File: src/hw/usb_hs_chirp_pkg.sv
package usb_hs_chirp_pkg;

    // clock rate of this block and of the reference chirp clock
    localparam int unsigned CLK_MHZ = 100;
    localparam int unsigned REF_MHZ = 60;

    // line state encodings seen from the transceiver
    localparam logic [1:0] LINE_SE0 = 2'h0;
    localparam logic [1:0] LINE_J = 2'h1;
    localparam logic [1:0] LINE_K = 2'h2;

    // transceiver operating modes
    localparam logic [1:0] OPMODE_NORMAL = 2'h0;
    localparam logic [1:0] OPMODE_RAW = 2'h2; // no bit stuffing, no nrzi
    localparam logic [7:0] CHIRP_TX_DATA = 8'h00;

    // speed and termination select levels
    localparam logic SEL_HS = 1'b0;
    localparam logic SEL_FS = 1'b1;

    // fs se0 longer than this is a reset (least time, rounded up)
    localparam int unsigned T_SE0_RESET_NS = 2500;
    localparam int unsigned SE0_RESET_CYC = (T_SE0_RESET_NS * CLK_MHZ + 999) / 1000;
    // hs idle time before reverting to full speed (least time)
    localparam int unsigned T_IDLE_REVERT_US = 3000;
    localparam int unsigned IDLE_REVERT_CYC = T_IDLE_REVERT_US * CLK_MHZ;
    // line sample point after reverting (least time of the window)
    localparam int unsigned T_REVERT_SAMPLE_US = 100;
    localparam int unsigned REVERT_SAMPLE_CYC = T_REVERT_SAMPLE_US * CLK_MHZ;
    // device chirp length: reference cycle count rescaled to this clock
    localparam int unsigned CHIRP_REF_CYC = 66000;
    localparam int unsigned CHIRP_CYC = (CHIRP_REF_CYC * CLK_MHZ + REF_MHZ - 1) / REF_MHZ;
    // wait for host chirp before falling back to full speed (least time)
    localparam int unsigned T_WAIT_FS_US = 1000;
    localparam int unsigned WAIT_FS_CYC = T_WAIT_FS_US * CLK_MHZ;
    // a host chirp k or j must stand this long to be counted
    localparam int unsigned T_CHIRP_FILT_NS = 2500;
    localparam int unsigned CHIRP_FILT_CYC = (T_CHIRP_FILT_NS * CLK_MHZ + 999) / 1000;
    // host k-j pairs needed to settle in high speed
    localparam int unsigned KJ_PAIRS = 6;

    // register byte offsets
    localparam logic [7:0] REG_CONTROL = 8'h00;
    localparam logic [7:0] REG_STATUS = 8'h04;

    // control register fields
    localparam int CTL_CHIRP_DONE_EN = 0;
    localparam int CTL_SIE_GROUP_EN = 1;
    localparam int CTL_DEVICE_GROUP_EN = 2;
    localparam int CTL_WAKE_ALL = 3;
    localparam int CTL_WAKE_DEVICE = 4;
    localparam int CTL_RESTART = 5; // self-clearing, reads zero
    localparam logic [4:0] CONTROL_RESET = 5'h00;

    // status register fields
    localparam int STS_CHIRP_DONE = 0; // write one to clear
    localparam int STS_FULL_SPEED = 1;
    localparam int STS_CHIRP_GO = 2;
    localparam int STS_STATE_LSB = 4; // state code, 3 bits

    // handshake machine states
    typedef enum logic [2:0] {
        ST_FS,
        ST_SUSPEND,
        ST_HS,
        ST_REVERT,
        ST_CHIRP_K,
        ST_WAIT_HOST
    } hs_state_t;

    // control bundle toward the transceiver
    typedef struct packed {
        logic transceiver_speed_select;
        logic termination_select;
        logic [1:0] transceiver_operating_mode;
        logic tx_valid;
        logic [7:0] tx_data;
    } xcvr_ctrl_t;

endpackage : usb_hs_chirp_pkg

File: src/hw/usb_hs_chirp_handshake.sv
// The Wishbone interface to the registers and the address map were chosen for this implementation.
`timescale 1ns/1ps
// Operation
// in suspend, an se0 on the bus starts the handshake at once
// at full speed, se0 longer than 2.5 us is a reset, then handshake
// after 3.0 ms hs idle, switch selects and termination to full speed
// 100 to 875 us after reverting sample line: j suspend, se0 handshake
// handshake starts with full speed selects, pull-up on, hs termination off
// chirp: chirp_go set, raw opmode, zero data, hs transceiver select
// chirp k starts well before 6.0 ms after reset start
// chirp k lasts the rescaled 66000 reference cycles, at least 1 ms
// chirp k ends before 7.0 ms, then wait for host chirp
// host begins its chirp k within 100 us of device chirp end
// host alternates chirp k and j until reset ends
// no host chirp: back to full speed, clear chirp_go, set flags
// six host k-j pairs: hs termination, clear chirp_go and fs flag
// interrupt when chirp done flag and all three enables are set
// host holds bus reset at least 10 ms
// counted host chirps are bus activity for the suspend timer
// with hs termination line monitor shows j on activity, se0 otherwise
// firmware sets a wake bit so the clock runs before handshake
// hs switch and done flag come within 500 us of recognition
// all intervals are cycle counters; restart returns machine to idle
module usb_hs_chirp_handshake
    import usb_hs_chirp_pkg::*;
#(
    parameter int unsigned TIMER_W = 20,
    parameter int unsigned IDLE_REVERT_CYCLES = IDLE_REVERT_CYC,
    parameter int unsigned REVERT_SAMPLE_CYCLES = REVERT_SAMPLE_CYC,
    parameter int unsigned CHIRP_CYCLES = CHIRP_CYC,
    parameter int unsigned WAIT_FS_CYCLES = WAIT_FS_CYC
) (
    input wire logic clk,
    input wire logic rst,
    input wire logic wb_cyc,
    input wire logic wb_stb,
    input wire logic wb_we,
    input wire logic [7:0] wb_adr,
    input wire logic [3:0] wb_sel,
    input wire logic [31:0] wb_dat_w,
    output logic [31:0] wb_dat_r,
    output logic wb_ack,
    input wire logic [1:0] line_state_raw,
    input wire logic bus_activity,
    output xcvr_ctrl_t xcvr,
    output logic [1:0] line_state_monitor,
    output logic interrupt_request_out,
    output logic clock_wake_request
);

    localparam logic [TIMER_W-1:0] SE0_LIM = TIMER_W'(SE0_RESET_CYC);
    localparam logic [TIMER_W-1:0] IDLE_LIM = TIMER_W'(IDLE_REVERT_CYCLES);
    localparam logic [TIMER_W-1:0] SAMPLE_LIM = TIMER_W'(REVERT_SAMPLE_CYCLES);
    localparam logic [TIMER_W-1:0] CHIRP_LIM = TIMER_W'(CHIRP_CYCLES);
    localparam logic [TIMER_W-1:0] WAIT_LIM = TIMER_W'(WAIT_FS_CYCLES);
    localparam logic [TIMER_W-1:0] FILT_LIM = TIMER_W'(CHIRP_FILT_CYC);
    localparam logic [2:0] KJ_LIM = 3'(KJ_PAIRS);

    hs_state_t state;
    hs_state_t next_state;
    logic [1:0] line_meta;
    logic [1:0] line_sync;
    logic [1:0] line_prev;
    logic act_meta;
    logic act_sync;
    logic [TIMER_W-1:0] timer;
    logic [TIMER_W-1:0] filt_timer;
    logic [1:0] chirp_last;
    logic [2:0] kj_count;
    logic [4:0] control;
    logic restart;
    logic chirp_go;
    logic full_speed_indication;
    logic chirp_done_flag;

    // two-stage synchronisers for transceiver line state and activity
    always_ff @(posedge clk or posedge rst) begin
        if (rst) begin
            line_meta <= LINE_J;
            line_sync <= LINE_J;
            act_meta <= 1'b0;
            act_sync <= 1'b0;
        end else begin
            line_meta <= line_state_raw;
            line_sync <= line_meta;
            act_meta <= bus_activity;
            act_sync <= act_meta;
        end
    end

    // host chirp filter: a k or j is accepted after standing long enough
    wire line_changed = line_sync != line_prev;
    wire is_kj = (line_sync == LINE_K) || (line_sync == LINE_J);
    wire chirp_seen = (state == ST_WAIT_HOST) && is_kj && !line_changed
        && (filt_timer == FILT_LIM) && (line_sync != chirp_last);
    wire kj_pair = chirp_seen && (line_sync == LINE_J) && (chirp_last == LINE_K);
    wire kj_done = kj_pair && (kj_count == KJ_LIM - 3'h1);
    // in hs every host chirp k or j step on the line counts as activity
    wire chirp_step = is_kj && line_changed;
    wire activity = act_sync || chirp_seen || chirp_step;

    // interval timer: restarts on state change, on line change or activity in fs and
    // on any activity in hs
    wire timer_clear = (next_state != state)
        || ((state == ST_FS) && (line_changed || act_sync))
        || ((state == ST_HS) && activity);

    // next state of the handshake machine
    always_comb begin
        next_state = state;
        case (state)
            ST_FS: begin
                if (line_sync == LINE_SE0 && !line_changed && timer >= SE0_LIM) begin
                    next_state = ST_CHIRP_K;
                end else if (line_sync == LINE_J && !line_changed && timer >= IDLE_LIM) begin
                    next_state = ST_SUSPEND;
                end
            end
            ST_SUSPEND: begin
                if (line_sync == LINE_SE0) begin
                    next_state = ST_CHIRP_K;
                end else if (line_sync != LINE_J) begin
                    next_state = ST_FS;
                end
            end
            ST_HS: begin
                if (timer >= IDLE_LIM) begin
                    next_state = ST_REVERT;
                end
            end
            ST_REVERT: begin
                if (timer >= SAMPLE_LIM) begin
                    if (line_sync == LINE_SE0) begin
                        next_state = ST_CHIRP_K;
                    end else if (line_sync == LINE_J) begin
                        next_state = ST_SUSPEND;
                    end else begin
                        next_state = ST_FS;
                    end
                end
            end
            ST_CHIRP_K: begin
                if (timer >= CHIRP_LIM) begin
                    next_state = ST_WAIT_HOST;
                end
            end
            ST_WAIT_HOST: begin
                if (kj_done) begin
                    next_state = ST_HS;
                end else if (timer >= WAIT_LIM) begin
                    next_state = ST_FS;
                end
            end
            default: begin
                next_state = ST_FS;
            end
        endcase
        if (restart) begin
            next_state = ST_FS;
        end
    end

    // state register and interval counters
    always_ff @(posedge clk or posedge rst) begin
        if (rst) begin
            state <= ST_FS;
            timer <= '0;
            line_prev <= LINE_J;
        end else begin
            state <= next_state;
            timer <= timer_clear ? '0 : timer + 1'b1;
            line_prev <= line_sync;
        end
    end

    // host chirp stability counter and k-j pair counter
    always_ff @(posedge clk or posedge rst) begin
        if (rst) begin
            filt_timer <= '0;
            chirp_last <= LINE_SE0;
            kj_count <= 3'h0;
        end else if (state != ST_WAIT_HOST) begin
            filt_timer <= '0;
            chirp_last <= LINE_SE0;
            kj_count <= 3'h0;
        end else begin
            filt_timer <= (line_changed || filt_timer == FILT_LIM) ? '0 : filt_timer + 1'b1;
            chirp_last <= chirp_seen ? line_sync : chirp_last;
            kj_count <= kj_pair ? kj_count + 3'h1 : kj_count;
        end
    end

    // transceiver controls registered from the next state
    wire next_hs_term = (next_state == ST_HS);
    wire next_chirping = (next_state == ST_CHIRP_K);
    wire next_hs_select = next_chirping || (next_state == ST_WAIT_HOST) || next_hs_term;
    always_ff @(posedge clk or posedge rst) begin
        if (rst) begin
            xcvr.transceiver_speed_select <= SEL_FS;
            xcvr.termination_select <= SEL_FS;
            xcvr.transceiver_operating_mode <= OPMODE_NORMAL;
            xcvr.tx_valid <= 1'b0;
            xcvr.tx_data <= 8'h00;
        end else begin
            // fs selects and pull-up everywhere outside chirp, host wait and hs
            xcvr.transceiver_speed_select <= next_hs_select ? SEL_HS : SEL_FS;
            xcvr.termination_select <= next_hs_term ? SEL_HS : SEL_FS;
            xcvr.transceiver_operating_mode <= next_chirping ? OPMODE_RAW : OPMODE_NORMAL;
            xcvr.tx_valid <= next_chirping;
            xcvr.tx_data <= CHIRP_TX_DATA;
        end
    end

    // line monitor: synchronised line at fs termination, activity view at hs
    always_ff @(posedge clk or posedge rst) begin
        if (rst) begin
            line_state_monitor <= LINE_J;
        end else if (xcvr.termination_select == SEL_HS) begin
            line_state_monitor <= act_sync ? LINE_J : LINE_SE0;
        end else begin
            line_state_monitor <= line_sync;
        end
    end

    // wishbone decode
    wire bus_req = wb_cyc && wb_stb && !wb_ack;
    wire bus_wr = bus_req && wb_we;
    wire hit_control = (wb_adr == REG_CONTROL);
    wire hit_status = (wb_adr == REG_STATUS);
    wire wr_control = bus_wr && hit_control && wb_sel[0];
    wire clr_done = bus_wr && hit_status && wb_sel[0] && wb_dat_w[STS_CHIRP_DONE];
    wire [31:0] status_word = {25'h0, 3'(state), 1'b0, chirp_go,
        full_speed_indication, chirp_done_flag};
    wire [31:0] read_word = hit_control ? {27'h0, control}
        : (hit_status ? status_word : 32'h0);

    // handshake result flags; a set wins over a software clear
    wire done_fs = (state == ST_WAIT_HOST) && (next_state == ST_FS) && !restart;
    wire done_hs = (state == ST_WAIT_HOST) && (next_state == ST_HS);
    always_ff @(posedge clk or posedge rst) begin
        if (rst) begin
            chirp_go <= 1'b0;
            full_speed_indication <= 1'b1;
            chirp_done_flag <= 1'b0;
        end else begin
            chirp_go <= next_chirping;
            full_speed_indication <= done_fs ? 1'b1
                : (done_hs ? 1'b0 : full_speed_indication);
            chirp_done_flag <= done_fs || done_hs
                || (chirp_done_flag && !clr_done);
        end
    end

    // register storage and bus answer, one wait state
    always_ff @(posedge clk or posedge rst) begin
        if (rst) begin
            control <= CONTROL_RESET;
            restart <= 1'b0;
            wb_ack <= 1'b0;
            wb_dat_r <= 32'h0;
        end else begin
            control <= wr_control ? wb_dat_w[4:0] : control;
            restart <= wr_control && wb_dat_w[CTL_RESTART];
            wb_ack <= bus_req;
            wb_dat_r <= bus_req ? read_word : 32'h0;
        end
    end

    // interrupt chain and clock wake request
    assign interrupt_request_out = chirp_done_flag && control[CTL_CHIRP_DONE_EN]
        && control[CTL_SIE_GROUP_EN] && control[CTL_DEVICE_GROUP_EN];
    assign clock_wake_request = control[CTL_WAKE_ALL] || control[CTL_WAKE_DEVICE];

endmodule : usb_hs_chirp_handshake

File: config.mk
export PLATFORM = sky130hd
export DESIGN_NAME = usb_hs_chirp_handshake
export DESIGN_NICKNAME = d
export VERILOG_FILES = /design/src/hw/usb_hs_chirp_pkg.sv /design/src/hw/usb_hs_chirp_handshake.sv
export SDC_FILE = /design/constraint.sdc
export NUM_CORES = 1
export LEC_CHECK = 0
export ABC_AREA = 1
export BUFFER_PORTS_ARGS = -buffer_cell sky130_fd_sc_hd__buf_2
export CAP_MARGIN = 20
export CELL_PAD_IN_SITES_DETAIL_PLACEMENT = 1
export CELL_PAD_IN_SITES_GLOBAL_PLACEMENT = 1
export CORE_MARGIN = 3
export CORE_UTILIZATION = 44
export CTS_BUF_LIST = sky130_fd_sc_hd__clkbuf_8
export DETAILED_ROUTE_END_ITERATION = 16
export PLACE_DENSITY_LB_ADDON = 0.1
export SLEW_MARGIN = 20
export SYNTH_ARGS = -nofsm -noshare
export SYNTH_HDL_FRONTEND = slang
export SYNTH_SLANG_ARGS = --single-unit
File: constraint.sdc
create_clock -name clk -period 4.05 [get_ports clk]
set_clock_uncertainty 0.05 [all_clocks]
set_input_delay 0.405 -clock clk [delete_from_list [all_inputs] [get_ports clk]]
set_output_delay 0.405 -clock clk [all_outputs]
set_load 0.005 [all_outputs]
==> results by group, run 1 <==
CTS
  • CTS tree: built
  • TritonCTS Sinks: between 70 and 80
  • Total CTS buffers: 9
  • Clk slew on worst S/H paths: ~0.09 ns
  • # hold bufs at CTS: 0
  • Cells resized by post-CTS repair: 0
  • Setup Buffers After CTS: 0
  • H-tree Lvls: 3
  • Root Driver: clkbuf_8
  • Clk_lat worst skew: ~0.37 ns
  • Max Root-Sink Buffers: 2

Setup path
  • CP Max Fanout: 20
  • CP peak stage delay: between 0.6 and 0.7 ns
  • Reg2reg start: line_sync[0]$_DFF_PP1_
  • Kind of critical path: flip-flop to flip-flop
  • Family with the most delay on the worst path: simple AND/OR/NAND/NOR gates
  • Critical path buffers and inverters: 2
  • R2R depth: 15
  • Crit path cell chain: inv_2 -> ha_1 -> inv_1 -> nor2_4 -> nand2_2 -> nor2_4 -> nand4_2 -> nand2_1 -> nand3_1 -> nand2_1 -> nand2_1 -> nand2_1 -> nor2_1 -> nand2_2 -> nor2_2
  • R2R Path End: timer[2]$_DFF_PP0_
  • WP data arrival: between 2 and 3 ns
  • R2R setup slack: approximately 1.3 ns
  • Crit. End Element: flip-flop
  • Most frequent CP cell: nand2_1
  • WP data required: around 4.2 ns
  • Slowest cell on crit path: dfstp_2
  • Startpoint types: flip-flop

Timing
  • Worst-margin pin slew: 0.826 ns
  • Max Slew Vio Count: 0
  • Relative slew slack: 44.8%
  • Final hold vios: 0
  • FMAX: about 0.36 GHz
  • Tcrit/Tclk final: roughly 70%
  • Final setup viols: 0
  • Total negative slack: 0 ns
  • Fin crit period: about 2.8 ns
  • Unrepaired setup endpoints after global routing: false
  • Worst setup margin: between 1 and 1.5 ns

Global route
  • Met2 Usage GRT: between 30% and 40%
  • Remaining Overflow, GRT: 0
  • Busiest grt layer: met2
  • Largest net degree at the start of global routing: 48
  • Met1 usage: a little under a quarter
  • First-pass GRT wire length: 17400 microns
  • GRT Total Usage: 19.1%
  • Met3 Use GR: about 4.6%
  • Vias in the first global route: about 3700
  • Initial antenna violation count: 0

Die
  • Initial core utilization: around 47%
  • CORE AREA: 0.00946 sq mm
  • Die Span Y: about 110 microns
  • Die ar.: 0.0112 sq mm
  • Ports: around 100
  • Cell Rows: 35
  • Die X: 106 microns

Drt
  • Total Routed Length: ~10000 microns
  • DR pass1 iterations: 4
  • DRC: 0
  • Number of vias per cell: roughly 4.8
  • WL per Instance: between 10 and 15 microns
  • Vias after detailed routing: approximately 3500
  • Initial DRC Count: 103
  • Routed Antenna Nets: 0

Final layout
  • Diodes inserted: 0
  • # fillers: 1229
  • Most frequent cells in the layout: 96 x nand2_1, 77 x nor2_1, 70 x dfrtp_1
  • Nets: approximately 650
  • Share of cells above drive strength 1: 17.1%
  • Commonest non-fill, non-tap cell in the layout: nand2_1
  • Area delta synth->final: 8.02%

Min path
  • Hold Crit Class: input pin to flip-flop
  • Hold_sp: line_state_raw[0]
  • Worst Hold End: line_meta[0]$_DFF_PP1_
  • Hold path depth: 1

Power and ir drop
  • VDD IR max: 0.000171 V
  • PwrDens: between 200 and 300 mW/mm^2
  • Overall power: about 1.4 mW
  • Leak: around 2.3 nW

Outcome
  • Outcome: completed

Synth
  • Ys Warns: 0
  • Post-Syn Instances: 550
  • Netlist cell types: 37
  • Avg Cell Area, Syn: ~8 sq um
  • Post-synth EDFFs: 0
  • Ys flop type: dfrtp_1
  • Synthesized cell area: roughly 0.0044 sq mm
  • Register area share after synthesis: between 40 and 50%
  • #FFs+latches synth: 77
  • FFs w/ async S/R, synth: 100%

Placed design
  • Routability Congestion: around 0.85
  • DP Wirelength: 7730 microns
  • Dpl ws: about 1.3 ns
  • Port bufs: 38

Flow run
  • MaxCap Viol Count: 0
==> flip-flops by register name, indices dropped and copies added, names as in the netlist, 3 cells and up <==
register	cells
xcvr	3
control	5
kj_count	3
state	3
timer	20
filt_timer	20
wb_dat_r	7
==> area by class of cell <==
cell class                 instances  area [sq um]  area share [%]
multi-input combinational        391          2000            42.1
sequential                        77          1940            40.7
clock buffer                       9           124            2.61
inverter                          73           275            5.79
tap                              129           161            3.39
clock inverter                     7          57.6            1.21
timing repair buffer              39           198            4.16
==> Yosys cell counts, types with 2 or more instances <==
| master | count | area, sq um |
|---|---|---|
| nand4_1 | 10 | 62.6 |
| nor2_4 | 4 | 45.0 |
| buf_6 | 2 | 22.5 |
| clkbuf_1 | 2 | 7.51 |
| buf_4 | 37 | 278 |
| xor2_1 | 19 | 166 |
| o32ai_1 | 2 | 17.5 |
| ha_1 | 8 | 100 |
| inv_2 | 4 | 15.0 |
| nand3_1 | 34 | 170 |
| nand2_2 | 7 | 43.8 |
| o21ai_0 | 13 | 65.1 |
| dfstp_2 | 7 | 184 |
| nand2_1 | 96 | 360 |
| nor4_1 | 4 | 25.0 |
| o31ai_1 | 2 | 15.0 |
| a31oi_1 | 2 | 12.5 |
| nor3b_1 | 2 | 15.0 |
| inv_1 | 69 | 259 |
| nor3_1 | 20 | 100 |
| dfrtp_1 | 70 | 1750 |
| a21oi_1 | 19 | 95.1 |
| nor2_1 | 77 | 289 |
| xnor2_1 | 8 | 70.1 |
| nor2_2 | 20 | 125 |
==> through the flow <==
stage	area (sq um)	hold WS (ns)	util, %	instances
6_report	4750	0.0767	50.3	725
5_1_grt	4750	0.0565	50.3	725
4_1_cts	4750	0.0563	50.3	725
3_5_place_dp	4570	0.290	48.3	709
3_3_place_gp	4570	0.282	48.3	709
2_1_floorplan	4530	0.281	-	583
==> cells by family after synthesis <==
family | after synthesis | synth area share (%)
xor+xnor | 27 | 5.37
simple gates | 282 | 30.0
flops | 77 | 44.0
buf+inv | 115 | 13.3
other cells | 1 | 0.0852
fa+ha+maj | 8 | 2.27
compound gates | 40 | 4.95
==> how the worst max path moves through the flow <==
stage	startpoint	end	slack (ns)	depth (start not counted)
2_1_floorplan	rst	act_meta$_DFF_PP0_	1.64	1
3_3_place_gp	line_sync[0]$_DFF_PP1_	timer[1]$_DFF_PP0_	1.35	15
3_5_place_dp	line_sync[0]$_DFF_PP1_	timer[11]$_DFF_PP0_	1.29	15
4_1_cts	line_sync[0]$_DFF_PP1_	timer[11]$_DFF_PP0_	1.26	15
5_1_grt	line_sync[0]$_DFF_PP1_	timer[12]$_DFF_PP0_	1.01	15
6_report	line_sync[0]$_DFF_PP1_	timer[2]$_DFF_PP0_	1.29	15
==> power breakdown <==
| part | switching [mW] | internal [mW] |
|---|---|---|
| clock | 0.317 | 0.229 |
| combinational | 0.0495 | 0.0182 |
| sequential | 0.00505 | 0.777 |
| total | 0.372 | 1.02 |
==> metal layers <==
layer | wire, microns | vias to the layer above
met1 | 4510 | 1664
met5 | 0 | -
met2 | 4980 | 62
met4 | 115 | 0
li1 | - | 1742
met3 | 384 | 13
No activity file was read; power rests on OpenSTA's default activity.
==> inputs of run 2 (changes only) <==
Settings changed: CORE_UTILIZATION 44 to 41.
Clock period 4.05 ns to 2.83 ns, I/O delays scaled along.
==> results by group, run 2 (synthesis gave the netlist of run 1 again) <==
Timing
  • Worst setup margin: 0.373 ns (-0.920 ns)
  • Hold slack: 0.0125 ns (-0.0642 ns)
  • Relative slew slack: 43.1% (-1.8 points)
  • FMAX: 0.407 GHz (+12%)
  • Final hold vios: 0 (unchanged)
  • Max Slew Vio Count: 0 (unchanged)
  • Total negative slack: 0 ns (unchanged)
  • Tcrit/Tclk final: 86.8% (+19 points)
  • Final setup viols: 0 (unchanged)
  • Worst-margin pin slew: 0.853 ns (+0.0265 ns)
  • Fin crit period: 2.46 ns (-0.300 ns)
  • Unrepaired setup endpoints after global routing: false

Placed design
  • Routability Congestion: 0.824 (-2.9%)
  • DP Wirelength: 7470 microns (-3.4%)
  • Dpl ws: 0.385 ns (-0.903 ns)
  • Port bufs: 38 (unchanged)

Setup path
  • Reg2reg start: line_sync[0]$_DFF_PP1_
  • WP data arrival: 2.65 ns (-0.30 ns)
  • R2R setup slack: 0.37 ns (-0.92 ns)
  • Kind of critical path: flip-flop to flip-flop
  • Worst setup endpoint: timer[3]$_DFF_PP0_
  • Crit. End Element: flip-flop
  • R2R depth: 16 (+1)
  • WP data required: 3.02 ns (-1.22 ns)
  • CP Max Fanout: 20 (unchanged)
  • Startpoint types: flip-flop
  • R2R Path End: timer[3]$_DFF_PP0_
  • Critical Path Start: line_sync[0]$_DFF_PP1_

Global route
  • First-pass GRT wire length: 15800 microns (-9.0%)
  • Largest net degree at the start of global routing: 51 (+6.3%)
  • Remaining Overflow, GRT: 0 (unchanged)
  • GRT Total Usage: 16.8% (-2.3 points)
  • Vias in the first global route: 3455 (-6.0%)
  • Initial antenna violation count: 0 (unchanged)

Drt
  • DRC: 0 (unchanged)
  • Total Routed Length: 9550 microns (-4.4%)
  • Routed Antenna Nets: 0 (unchanged)
  • Vias after detailed routing: 3551 (+2.0%)
  • Initial DRC Count: 111 (+7.8%)
  • WL per Instance: 12.9 microns (-6.2%)
  • DR pass1 iterations: 4 (unchanged)
  • Number of vias per cell: 4.81 (about the same)

Min path
  • Hold Crit Class: input pin to asynchronous set/reset pin

Final layout
  • Diodes inserted: 0 (unchanged)
  • Commonest non-fill, non-tap cell in the layout: nand2_1
  • Share of cells above drive strength 1: 17.4% (+0.30 points)
  • Most frequent cells in the layout: 96 x nand2_1, 77 x nor2_1, 70 x dfrtp_1
  • Nets: 658 (+1.1%)
  • Largest regs: filt_timer: 20 flops, timer: 20 flops, wb_dat_r: 7 flops
  • Area delta synth->final: 9.69%

Die
  • Ports: 102 (unchanged)
  • CORE AREA: 0.0104 sq mm (+9.6%)
  • Die Span Y: 110 microns (+3.4%)
  • Die ar.: 0.0120 sq mm (+6.9%)
  • Cell Rows: 37 (+5.7%)
  • Initial core utilization: 42.4% (-4.1 points)
  • Die X: 110 microns (+3.4%)

CTS
  • Total CTS buffers: 9 (unchanged)
  • Setup Buffers After CTS: 0 (unchanged)
  • H-tree Lvls: 3 (unchanged)
  • Clk slew on worst S/H paths: 0.09 ns (about the same)
  • Root Driver: clkbuf_8
  • Cells resized by post-CTS repair: 0 (unchanged)
  • Max Root-Sink Buffers: 2 (unchanged)
  • Clk_lat worst skew: 0.35 ns (-0.02 ns)
  • TritonCTS Sinks: 77 (unchanged)
  • CTS tree: built

Flow run
  • MaxCap Viol Count: 0 (unchanged)

Power and ir drop
  • Sequential share of power: 56.5% (+0.5 points)
  • PwrDens: 410 mW/mm^2 (+40%)
  • Leak: 2.31 nW (+1.8%)
  • Clock group share of total power: 38.2% (-1.0 points)
  • Sw Share: 26.0% (-0.68 points)
  • Int Pwr: 1.47 mW (+43%)
  • Gate power share: 5.4% (+0.6 points)
  • Switch Pwr: 0.514 mW (+38%)
  • Overall power: 1.98 mW (+42%)
  • VDD IR max: 0.000299 V (+75%)

Outcome
  • Outcome: completed
run 2: cell count changes in the layout (fill, tap and decap cells not counted):
cell           change
inv_6              -1
buf_4              +3
clkinvlp_4         -1
dlygate4sd3_1      +3
clkinv_2           +1
inv_1              +1
buf_12             +1
run 2: worst min path at each step:
stage	to	slack, ns	cells past startpoint
floorplan	line_meta[0]$_DFF_PP1_	0.24	0
global placement	act_sync$_DFF_PP0_	0.28	0
detailed placement	act_sync$_DFF_PP0_	0.29	0
CTS	timer[4]$_DFF_PP0_	0.03	2
global route	timer[4]$_DFF_PP0_	0.06	2
finish	timer[4]$_DFF_PP0_	0.01	2
run 2: final cells by class:
class	count	area, sq um
clock buffers	9	124
well taps	136	170
inverters	73	275
flip-flops and latches	77	1940
multi-input cells	391	2000
clock inverters	7	50.0
fillers	1322	5540
repair buffers	46	270
run 2: layer usage:
layer	global-route usage (%)	part of all wire [%]	up-vias
li1	-	-	1762
met1	20.2	45	1728
met2	29.6	50	55
met3	4.46	4.0	6
met4	4.54	0.93	0
met5	0	0	-
run 2: metrics by stage:
step | cell area (sq um) | util (%) | instances
floorplan | 4530 | - | 583
global placement | 4620 | 44.6 | 720
detailed placement | 4620 | 44.6 | 720
CTS | 4830 | 46.6 | 739
global route | 4830 | 46.6 | 739
finish | 4830 | 46.6 | 739
run 2: timing repair:
| action | 4_1_cts | 5_1_grt |
|---|---|---|
| hold buffers | 3 | 0 |
| endpoints found under the setup margin | 0 | 0 |
| hold endpoints to repair | 3 | 0 |
run 2: critical path: stages (launching register included):
cell and delay [ns]:
dfstp_2 0.57, inv_2 0.05, ha_1 0.29, inv_1 0.07, nor2_4 0.10, nand2_2 0.07, nor2_4 0.10, nand4_2 0.13
nand2_1 0.10, nand3_1 0.09, nand2_1 0.19, nand2_1 0.09, nand2_1 0.07, nor2_1 0.05, nand2_2 0.08, buf_12 0.20
nor2_2 0.05
run 2: power by group through the flow:
stage	combinational, mW	clock, mW	sequential, mW
finish	0.106	0.756	1.12
detailed placement	0.106	0	1.14
global route	0.124	0.847	1.12
global placement	0.102	0	1.14
CTS	0.109	0.794	1.12
floorplan	0.0998	0	1.14
